### config.mk
export PLATFORM = sky130hd
export DESIGN_NAME = smb_master_port
export DESIGN_NICKNAME = d
export VERILOG_FILES = /design/src/verilog/smb_master_port.v /design/src/verilog/smb_line_sync.v
export VERILOG_INCLUDE_DIRS = /design/src /design/src/verilog
export SDC_FILE = /design/constraint.sdc
export NUM_CORES = 1
export LEC_CHECK = 0
export ABC_AREA = 1
export BUFFER_PORTS_ARGS = -buffer_cell sky130_fd_sc_hd__buf_2
export CORE_ASPECT_RATIO = 0.7
export CORE_MARGIN = 2
export CORE_UTILIZATION = 40
export DETAILED_ROUTE_END_ITERATION = 10
export SLEW_MARGIN = 10
export SYNTH_ARGS = -nofsm -noshare
export SYNTH_HDL_FRONTEND = slang
export SYNTH_SLANG_ARGS = --single-unit
### constraint.sdc
create_clock -name sys_clk -period 2.3 [get_ports sys_clk]
set_input_delay 0.46 -clock sys_clk [delete_from_list [all_inputs] [get_ports sys_clk]]
set_output_delay 0.46 -clock sys_clk [all_outputs]
set_load 0.05 [all_outputs]
### src/verilog/smb_regs.vh
/*
 * Constants of the single master bus unit: control codes, field positions,
 * reset values, pin output modes and clock divider factors.
 * Assumes it is included by bare name from the design files.
 */
`ifndef SMB_REGS_VH
`define SMB_REGS_VH

`define SMB_CTRL_RESET 8'h00
`define SMB_CTRL_RUN_BIT 7
`define SMB_CTRL_BUSY_BIT 2
`define SMB_CTRL_IE_BIT 0
`define SMB_CMD_START_IE 8'hed
`define SMB_CMD_START_NOIE 8'hec

`define SMB_MODE_GPIO 2'h0
`define SMB_MODE_OPEN 2'h1
`define SMB_MODE_CMOS 2'h2
`define SMB_MODE_OD 2'h3

`define SMB_SEL_OPEN 4'hf
`define SMB_SEL_CMOS 4'h9
`define SMB_SEL_SLOW 4'he
`define SMB_SEL_OD 4'hd

`define SMB_HALF_FAST 8'h01
`define SMB_HALF_STD 8'h04

`endif

### src/verilog/smb_master_port.v
/*
 * Single master two-wire bus unit: pin configuration, SCL generation with
 * clock synchronisation, start generation and bus state flags.
 * Assumes the pins are external and asynchronous to sys_clk; the control
 * inputs come from logic on sys_clk.
 */
`include "smb_regs.vh"

// What this block does
// - Slow-output select forces slow-fall drive on clock and SDA pins; SDO slow drive follows its own bits only.
// - Clock pin mode follows its four port-control bits.
// - Data pin receive stays enabled; output mode follows its own four bits.
// - Three-wire mode drives a separate data output pin by its bits.
// - Generated SCL counts equal high and low halves; the high half also waits for the observed rise.
// - SCL high width is timed from the observed rising edge.
// - Slow SCL rise delays the high phase, lowering the rate.
// - Start and stop are SDA edges while SCL is high.
// - SDA changes only while SCL is low, except start and stop.
// - Writing EDh or ECh with run set begins a start condition.
// - Control bit zero is the interrupt request enable.
// - Filter period is one to four clocks; SCL period scales by n+1.
// - Overrun sets on SCL fall while not busy outside three-wire mode, held until cleared.
module smb_master_port (
   input wire sys_clk,
   input wire rst,
   input wire ctrl_wr,
   input wire [7:0] ctrl_wdata,
   output reg [7:0] ctrl_rdata,
   output reg interrupt_request_enable,
   output reg bus_busy_flag,
   output reg overrun_flag,
   input wire overrun_clear,
   input wire [1:0] filter_divider_field,
   input wire speed_mode_select,
   input wire [4:0] scl_divider_field,
   input wire serial_sync_mode,
   input wire slow_output_select,
   input wire input_threshold_select,
   output reg cmos_threshold,
   input wire [6:4] port_function_select_a,
   input wire [6:4] port_function_select_b,
   input wire [6:4] port_output_latch,
   input wire [6:4] port_direction_bits,
   input wire scl_pin_in,
   output reg scl_pin_out,
   output reg scl_pin_oe,
   output reg scl_pin_slow,
   input wire sda_pin_in,
   output reg sda_pin_out,
   output reg sda_pin_oe,
   output reg sda_pin_slow,
   output reg sda_rx_enable,
   output reg sdo_pin_out,
   output reg sdo_pin_oe,
   output reg sdo_pin_slow
);
   localparam ST_IDLE = 6'b000001;
   localparam ST_SETUP = 6'b000010;
   localparam ST_HOLD = 6'b000100;
   localparam ST_LOW = 6'b001000;
   localparam ST_WAIT = 6'b010000;
   localparam ST_HIGH = 6'b100000;

   reg [7:0] ctrl_reg;
   reg [5:0] state_reg;
   reg [5:0] state_next;
   reg [1:0] tick_cnt_reg;
   reg [7:0] ph_cnt_reg;
   reg [7:0] ph_cnt_next;
   reg scl_gen_reg;
   reg scl_gen_next;
   reg sda_gen_reg;
   reg sda_gen_next;
   reg busy_next;
   reg ovr_next;
   reg scl_out_next;
   reg scl_oe_next;
   reg sda_out_next;
   reg sda_oe_next;
   reg sdo_out_next;
   reg sdo_oe_next;

   wire scl_lvl;
   wire scl_rose;
   wire scl_fell;
   wire sda_lvl;
   wire sda_rose;
   wire sda_fell;
   wire tick;
   wire [7:0] half_ticks;
   wire half_done;
   wire start_cmd;
   wire [3:0] scl_sel;
   wire [3:0] sda_sel;
   wire [3:0] sdo_sel;

   // Maps the four port-control bits of one pin to its output mode.
   function [1:0] pin_mode;
      input [3:0] sel;
      begin
         case (sel)
            `SMB_SEL_OPEN: pin_mode = `SMB_MODE_OPEN;
            `SMB_SEL_CMOS: pin_mode = `SMB_MODE_CMOS;
            `SMB_SEL_SLOW: pin_mode = `SMB_MODE_CMOS;
            `SMB_SEL_OD: pin_mode = `SMB_MODE_OD;
            default: pin_mode = `SMB_MODE_GPIO;
         endcase
      end
   endfunction

   // Output enable for a pin that carries level val in the given mode.
   // Outside the serial modes, direction 0 drives the latch and 1 releases.
   function pin_oe;
      input [3:0] sel;
      input val;
      begin
         case (pin_mode(sel))
            `SMB_MODE_OPEN: pin_oe = 1'b0;
            `SMB_MODE_CMOS: pin_oe = 1'b1;
            `SMB_MODE_OD: pin_oe = ~val;
            default: pin_oe = ~sel[0];
         endcase
      end
   endfunction

   function pin_out;
      input [3:0] sel;
      input val;
      begin
         case (pin_mode(sel))
            `SMB_MODE_CMOS: pin_out = val;
            `SMB_MODE_GPIO: pin_out = sel[1];
            default: pin_out = 1'b0;
         endcase
      end
   endfunction

   smb_line_sync u_scl_sync (
      .clk(sys_clk),
      .rst(rst),
      .line_in(scl_pin_in),
      .level(scl_lvl),
      .rose(scl_rose),
      .fell(scl_fell)
   );

   smb_line_sync u_sda_sync (
      .clk(sys_clk),
      .rst(rst),
      .line_in(sda_pin_in),
      .level(sda_lvl),
      .rose(sda_rose),
      .fell(sda_fell)
   );

   assign scl_sel = {port_function_select_a[4], port_function_select_b[4],
      port_output_latch[4], port_direction_bits[4]};
   assign sda_sel = {port_function_select_a[5], port_function_select_b[5],
      port_output_latch[5], port_direction_bits[5]};
   assign sdo_sel = {port_function_select_a[6], port_function_select_b[6],
      port_output_latch[6], port_direction_bits[6]};

   // Filter tick every filter_divider_field+1 clocks; half SCL period is
   // (n+1) ticks in fast mode and (n+1)*4 in standard mode.
   assign tick = (tick_cnt_reg == filter_divider_field);
   assign half_ticks = ({3'h0, scl_divider_field} + 8'h01) *
      (speed_mode_select ? `SMB_HALF_STD : `SMB_HALF_FAST);
   assign half_done = tick && (ph_cnt_reg + 8'h01 == half_ticks);
   assign start_cmd = ctrl_wr && ctrl_reg[`SMB_CTRL_RUN_BIT] &&
      (ctrl_wdata == `SMB_CMD_START_IE ||
      ctrl_wdata == `SMB_CMD_START_NOIE);

   always @* begin
      state_next = state_reg;
      scl_gen_next = scl_gen_reg;
      sda_gen_next = sda_gen_reg;
      ph_cnt_next = tick ? ph_cnt_reg + 8'h01 : ph_cnt_reg;
      if (half_done) begin
         ph_cnt_next = 8'h00;
      end
      case (state_reg)
         ST_IDLE: begin
            ph_cnt_next = 8'h00;
            scl_gen_next = 1'b1;
            sda_gen_next = 1'b1;
            // The device refuses to start on a busy or held bus.
            if (start_cmd && !bus_busy_flag && scl_lvl && sda_lvl) begin
               state_next = ST_SETUP;
            end
         end
         ST_SETUP: begin
            if (half_done) begin
               sda_gen_next = 1'b0;
               state_next = ST_HOLD;
            end
         end
         ST_HOLD: begin
            if (half_done) begin
               scl_gen_next = 1'b0;
               state_next = ST_LOW;
            end
         end
         ST_LOW: begin
            // Data is released only once SCL is seen low on the bus.
            if (!scl_lvl) begin
               sda_gen_next = 1'b1;
            end
            if (half_done) begin
               scl_gen_next = 1'b1;
               state_next = ST_WAIT;
            end
         end
         ST_WAIT: begin
            ph_cnt_next = 8'h00;
            // High time starts at the observed edge, so a slow rise or
            // another party stretching SCL lengthens the period.
            if (scl_lvl) begin
               state_next = ST_HIGH;
            end
         end
         ST_HIGH: begin
            if (half_done || scl_fell) begin
               scl_gen_next = 1'b0;
               ph_cnt_next = 8'h00;
               state_next = ST_LOW;
            end
         end
         default: begin
            state_next = ST_IDLE;
         end
      endcase
      if (!ctrl_reg[`SMB_CTRL_RUN_BIT]) begin
         state_next = ST_IDLE;
         scl_gen_next = 1'b1;
         sda_gen_next = 1'b1;
      end
   end

   always @* begin
      busy_next = bus_busy_flag;
      if (sda_fell && scl_lvl) begin
         busy_next = 1'b1;
      end else if (sda_rose && scl_lvl) begin
         busy_next = 1'b0;
      end
      // A new fall wins over a clear in the same cycle.
      ovr_next = overrun_flag & ~overrun_clear;
      if (scl_fell && !bus_busy_flag && !serial_sync_mode) begin
         ovr_next = 1'b1;
      end
      scl_out_next = pin_out(scl_sel, scl_gen_reg);
      scl_oe_next = pin_oe(scl_sel, scl_gen_reg);
      sda_out_next = pin_out(sda_sel, sda_gen_reg);
      sda_oe_next = pin_oe(sda_sel, sda_gen_reg);
      sdo_out_next = pin_out(sdo_sel, sda_gen_reg);
      sdo_oe_next = serial_sync_mode & pin_oe(sdo_sel, sda_gen_reg);
   end

   always @(posedge sys_clk or posedge rst) begin
      if (rst) begin
         ctrl_reg <= `SMB_CTRL_RESET;
         state_reg <= ST_IDLE;
         tick_cnt_reg <= 2'h0;
         ph_cnt_reg <= 8'h00;
         scl_gen_reg <= 1'b1;
         sda_gen_reg <= 1'b1;
         bus_busy_flag <= 1'b0;
         overrun_flag <= 1'b0;
         ctrl_rdata <= `SMB_CTRL_RESET;
         interrupt_request_enable <= 1'b0;
         cmos_threshold <= 1'b0;
         scl_pin_out <= 1'b0;
         scl_pin_oe <= 1'b0;
         scl_pin_slow <= 1'b0;
         sda_pin_out <= 1'b0;
         sda_pin_oe <= 1'b0;
         sda_pin_slow <= 1'b0;
         sda_rx_enable <= 1'b0;
         sdo_pin_out <= 1'b0;
         sdo_pin_oe <= 1'b0;
         sdo_pin_slow <= 1'b0;
      end else begin
         if (ctrl_wr) begin
            ctrl_reg <= ctrl_wdata;
         end
         state_reg <= state_next;
         tick_cnt_reg <= tick ? 2'h0 : tick_cnt_reg + 2'h1;
         ph_cnt_reg <= ph_cnt_next;
         scl_gen_reg <= scl_gen_next;
         sda_gen_reg <= sda_gen_next;
         bus_busy_flag <= busy_next;
         overrun_flag <= ovr_next;
         ctrl_rdata <= {ctrl_reg[7:3], busy_next, ctrl_reg[1:0]};
         interrupt_request_enable <= ctrl_reg[`SMB_CTRL_IE_BIT];
         cmos_threshold <= input_threshold_select;
         scl_pin_out <= scl_out_next;
         scl_pin_oe <= scl_oe_next;
         scl_pin_slow <= slow_output_select | (scl_sel == `SMB_SEL_SLOW);
         sda_pin_out <= sda_out_next;
         sda_pin_oe <= sda_oe_next;
         sda_pin_slow <= slow_output_select | (sda_sel == `SMB_SEL_SLOW);
         sda_rx_enable <= 1'b1;
         sdo_pin_out <= sdo_out_next;
         sdo_pin_oe <= sdo_oe_next;
         sdo_pin_slow <= (sdo_sel == `SMB_SEL_SLOW);
      end
   end
endmodule

### src/verilog/smb_line_sync.v
/*
 * Two flip-flop synchroniser for one bus line with edge detection.
 * Assumes line_in is asynchronous to clk.
 */
module smb_line_sync (
   input wire clk,
   input wire rst,
   input wire line_in,
   output wire level,
   output wire rose,
   output wire fell
);
   reg meta_reg;
   reg sync_reg;
   reg prev_reg;

   always @(posedge clk or posedge rst) begin
      if (rst) begin
         meta_reg <= 1'b1;
         sync_reg <= 1'b1;
         prev_reg <= 1'b1;
      end else begin
         meta_reg <= line_in;
         sync_reg <= meta_reg;
         prev_reg <= sync_reg;
      end
   end

   assign level = sync_reg;
   assign rose = sync_reg & ~prev_reg;
   assign fell = ~sync_reg & prev_reg;
endmodule

; Word level (Yosys, flattened, before mapping)
; Index checks and enable logic that the tools add are counted.
[totals]
output_inout_bits = 22
reg_bits = 54
elab_cells = 145
inputBits = 37
[op_classes]
mul = 1
bitwise = 16
muxes = 34
n_eq_ne = 40
addsub = 3
reduce_logical = 24
[ops]
columns = op, n
row1 = "4-bit == test, second input constant", 12
row2 = 6-bit two-way mux, 7
row3 = 6-bit case mux with 6 select lines, 1
row4 = 8-bit two-way mux, 3
row5 = "3-bit != test, second input constant", 6
row6 = 2-bit case mux with 3 select lines, 3
row7 = "8-bit == test, second input constant", 2
row8 = 8-bit case mux with 2 select lines, 1
row9 = "2-bit == test, second input constant", 6
row10 = 1-bit case mux with 3 select lines, 4
row11 = 1-bit logical AND, 10
row12 = 1-bit two-way mux, 9
row13 = 1-bit inverter, 9
row14 = "8-bit by 1-bit adder with 8-bit output, second input constant", 1
row15 = 8-bit == test, 1
row16 = 6-bit by 3-bit multiplier with 8-bit output, 1
row17 = 2-bit OR reduction, 4
row18 = "5-bit by 1-bit adder with 6-bit output, second input constant", 1
row19 = "2-bit by 1-bit == test with 1-bit output, second input constant", 3
row20 = "6-bit by 1-bit == test with 1-bit output, second input constant", 1
row21 = "6-bit by 2-bit == test with 1-bit output, second input constant", 1
row22 = "6-bit by 3-bit == test with 1-bit output, second input constant", 1
row23 = "6-bit by 4-bit == test with 1-bit output, second input constant", 1
row24 = "6-bit by 5-bit == test with 1-bit output, second input constant", 1
row25 = 18 further kinds, 29

; Logic depth before layout (Yosys ltp)
[depth]
word_depth = 9
mapped_depth = 20
depth_no_buf = 20

; Cells and area by module
; Synthesis repeated with hierarchy kept, for this count alone.
[hier_totals]
cells_unflattened = 351
area_unflattened_um2 = 2717.6
[by_module_without_submodules]
columns = module, cells_per_inst, seq_area_each_um2, n_inst, area_per_inst_um2
row1 = smb_master_port, 335, 1129.8, 1, 2522.4
row2 = smb_line_sync, 8, 78.8, 2, 97.6

; Worst setup path before layout
; OpenSTA, ideal clock, no wires.
[synth_path]
path_kind = input to register
startpoint = input port scl_divider_field[0]
endpoint = register state_reg[3]
setup_ps = 127
path_buffers = 0
t_required_ps = 2173
cell_stages = 14
path_slack_ps = 13
arrival_time_ps = 2161
path_cell_list = ha_1 nand3_1 xor2_1 nand2_1 nand2_1 fa_1 nand3_1 nand3_1 nor2_4 nand2_1 nor2_1 nor2_1 nand2_1 o21ai_2
[synth_between]
elab_chain_len = 7
word_cells_on_any_way = 10
classes_between = add/sub: 1 / mul: 1 / eq/ne: 5 / reduce/logical: 3
[synth_lines]
columns = item, line
row1 = from (decl), smb_master_port.v:35  ; input wire [4:0] scl_divider_field,
row2 = 5-bit by 1-bit adder with 6-bit output *, smb_master_port.v:166  ; assign half_ticks = ({3'h0, scl_divider_field} + 8'h01) *
row3 = 6-bit by 3-bit multiplier with 8-bit output *, smb_master_port.v:166
row4 = 8-bit == test *, smb_master_port.v:168  ; assign half_done = tick && (ph_cnt_reg + 8'h01 == half_ticks);
row5 = 1-bit logical AND *, smb_master_port.v:168
row6 = 1-bit logical OR, smb_master_port.v:222  ; if (half_done || scl_fell) begin
row7 = 3-bit != test (no line), n/a
row8 = 6-bit AND reduction (no line) *, n/a
row9 = to (signal assigned), smb_master_port.v:286  ; state_reg <= state_next;
row10 = to (decl), smb_master_port.v:65  ; reg [5:0] state_reg;
; Mark *: on every way between the ends. The rest lies on a longest branch, timed or not.
; A chain may end at the register's enable or synchronous reset.

; Worst setup path in the final report
[layout_path]
startpoint = input port scl_divider_field[0]
endpoint = register state_reg[1]
; Same word-level chain as after synthesis.

==> run metrics <==
CTS max path bufs=2; Avg Inst Size Synth=7.78 sq um; DP Area=0.00322 sq mm; class of the worst hold path=in -> reg; Setup CP Type=in -> reg; Chip Width=103 um; max-cap violations=0; Syn Std Cell Area=0.00277 sq mm; fin crit share=92.4%; grt total ovfl=0; status=finished clean; CTS Buf Count=5; via count=2392; Critical Path RT=2490 ps; routed len/inst=10.9 um; first-pass GRT wire length=9700 um; CTS tree=done; Port Buffers=58; first-pass detailed-route iteration total=4; CP endpoint kind=flop; # rows=25; Distinct cells, synth=36; routability congestion estimate=0.877; root buffer cell=clkbuf_8; CTS Hold Bufs=0; total core area=0.00673 sq mm; Routed Antenna Nets=0; share of layout cells above drive strength 1=24.7%; Fin. Hold Viols=0; total routed wirelength=5720 um; ANT cells=0; vias per cell=4.57; DIE AREA=0.00762 sq mm; cell chain of the critical path=buf_2, buf_4, nand3_1, xor2_1, o21ai_1, ha_1, xnor2_1, nand3b_1, nand2_1, nor2_4, nand3_4, nand2_4, nand4_1, nand2_1; vias in the first global route=2178; final setup TNS=0 ps; fmax=471 MHz; Initial DRC Count=91; crit path DAT=2310 ps; Synth Register Bits=51; leak pwr=1.79 nW; Slew headroom=58.4%; worst slew pin tran=623 ps; Area growth, synth to finish=21.7%; Final setup viols=0; delay-heaviest family, CP=simple AND/OR/NAND/NOR gates; RSZ-0062 raised after global routing=no; Mapped Cells=356; gr usage total=16.1%; Tmin final=2130 ps; DRC violations left=0; chip height=73.6 um; Inst Count DP=514; CP peak stage delay=330 ps; CP Max Fanout=6; H-tree Lvls=2; sequential-to-total area share from yosys stat=46.5%; clock latency on the worst-skew pair=300 ps; Pwr per Cell Area=807 mW/mm^2; Max Slew Vio Count=0; Clock Sinks=51; slowest cell on the critical path=ha_1; Clk pin slew, worst setup/hold paths=90 ps; CP bufs+invs=2; largest net degree at the start of global routing=52; CP dominant cell by count=nand2_1; initial antenna violation count=0; synth warn=0; Worst setup SP type=input port; non-filler cells in the finished layout=523; initial core utilization=41.2%; Peak VDD IR=0.444 mV; skew final=5.54 ps; post-DP HPWL=4570 um; Nets=472; io pins=59; post-route cell area=0.00337 sq mm
==> synthesized netlist by cell type (all sizes together) <==
cell type,count,area (sq um)
a21oi,4,20.0
a31oi,2,12.5
and3,1,6.26
buf,3,22.5
clkbuf,2,7.51
conb,2,7.51
dfrtp,42,1050
dfstp,9,236
fa,1,20.0
ha,6,75.1
inv,49,186
nand2,123,487
nand3,26,153
nand3b,2,15.0
nand4,9,56.3
nor2,33,146
nor3,6,30.0
o211ai,1,7.51
o21ai,21,113
o21bai,1,11.3
o221ai,1,8.76
o22ai,2,12.5
o311ai,1,8.76
o32ai,1,8.76
or2,1,6.26
xnor2,5,43.8
xor2,2,17.5
==> per-stage QoR <==
step                      total power [mW]  hold WS, ps  setup WS [ps]  util, %
after CTS                             2.72          236           88.1     49.6
after global routing                  2.94          227           1.99     50.1
after global placement                2.06          346           -198     47.8
after floorplan                       1.85          345           12.5        -
final                                 2.72          248            175     50.1
after detailed placement              2.07          347           -243     47.8
==> where the power goes <==
| group | switching, mW | total, mW | internal [mW] |
|---|---|---|---|
| Sequential | 0.108 | 1.14 | 1.04 |
| Combinational | 0.615 | 0.933 | 0.318 |
| Clock | 0.285 | 0.642 | 0.358 |
==> routing by layer <==
metal | vias to the layer above | track usage (%) | wire, um
met5 | - | 0 | 0
li1 | 1263 | - | -
met1 | 1087 | 25.0 | 3020
met4 | 0 | 2.63 | 15
met2 | 39 | 23.4 | 2450
met3 | 3 | 3.43 | 232
==> cells in the final DEF, fill, tap and decap left out, drive strengths merged, types with 2 or more instances in the layout <==
cell	count
nand4	9
xnor2	5
ha	6
o21ai	21
nor3	6
a31oi	2
o22ai	2
dfstp	9
a21oi	4
nand2	123
xor2	2
clkbuf	6
conb	6
dfrtp	42
nand3b	2
nor2	33
inv	50
nand3	26
buf	66
==> final cells by class <==
cell class	count	area (sq um)
clock buffer	6	82.6
tap	94	118
inverter	49	186
clock inverter	2	38.8
fill	664	3350
multi-input combinational	255	1310
sequential	51	1290
timing repair buffer	66	350
==> what timing repair did <==
action                     CTS  global route
resized for setup            0             7
setup endpoints to repair    0            15
buffers inserted             0             1
==> worst paths after layout <==
kind	depth (start not counted)	end	startpoint	slack, ps
setup / recovery	14	state_reg[1]$_DFFE_PP0P_	scl_divider_field[0]	170
hold / removal	1	u_sda_sync.meta_reg$_DFF_PP1_	sda_pin_in	250
setup reg to reg	13	state_reg[3]$_DFFE_PP0P_	ph_cnt_reg[0]$_DFF_PP0_	350
hold reg to reg	0	u_sda_sync.level$_DFF_PP1_	u_sda_sync.meta_reg$_DFF_PP1_	360
max in group asynchronous	3	state_reg[2]$_DFFE_PP0P_	rst	1570
min in group asynchronous	3	overrun_flag$_DFF_PP0_	rst	320
==> logic make-up (layout without fill, tap and decap cells) <==
logic type               Yosys count  count (layout)  synth area share, %
AO/OA/AOI/OAI                     34              34                 7.32
XOR/XNOR                           7               7                 2.21
adder cells (fa/ha/maj)            7               7                 3.43
buffers and inverters             54             123                 7.81
flip-flops                        51              51                 46.5
other                              2               6                0.271
AND/OR/NAND/NOR                  201             201                 32.5
Power figures use the tool's default switching activity.
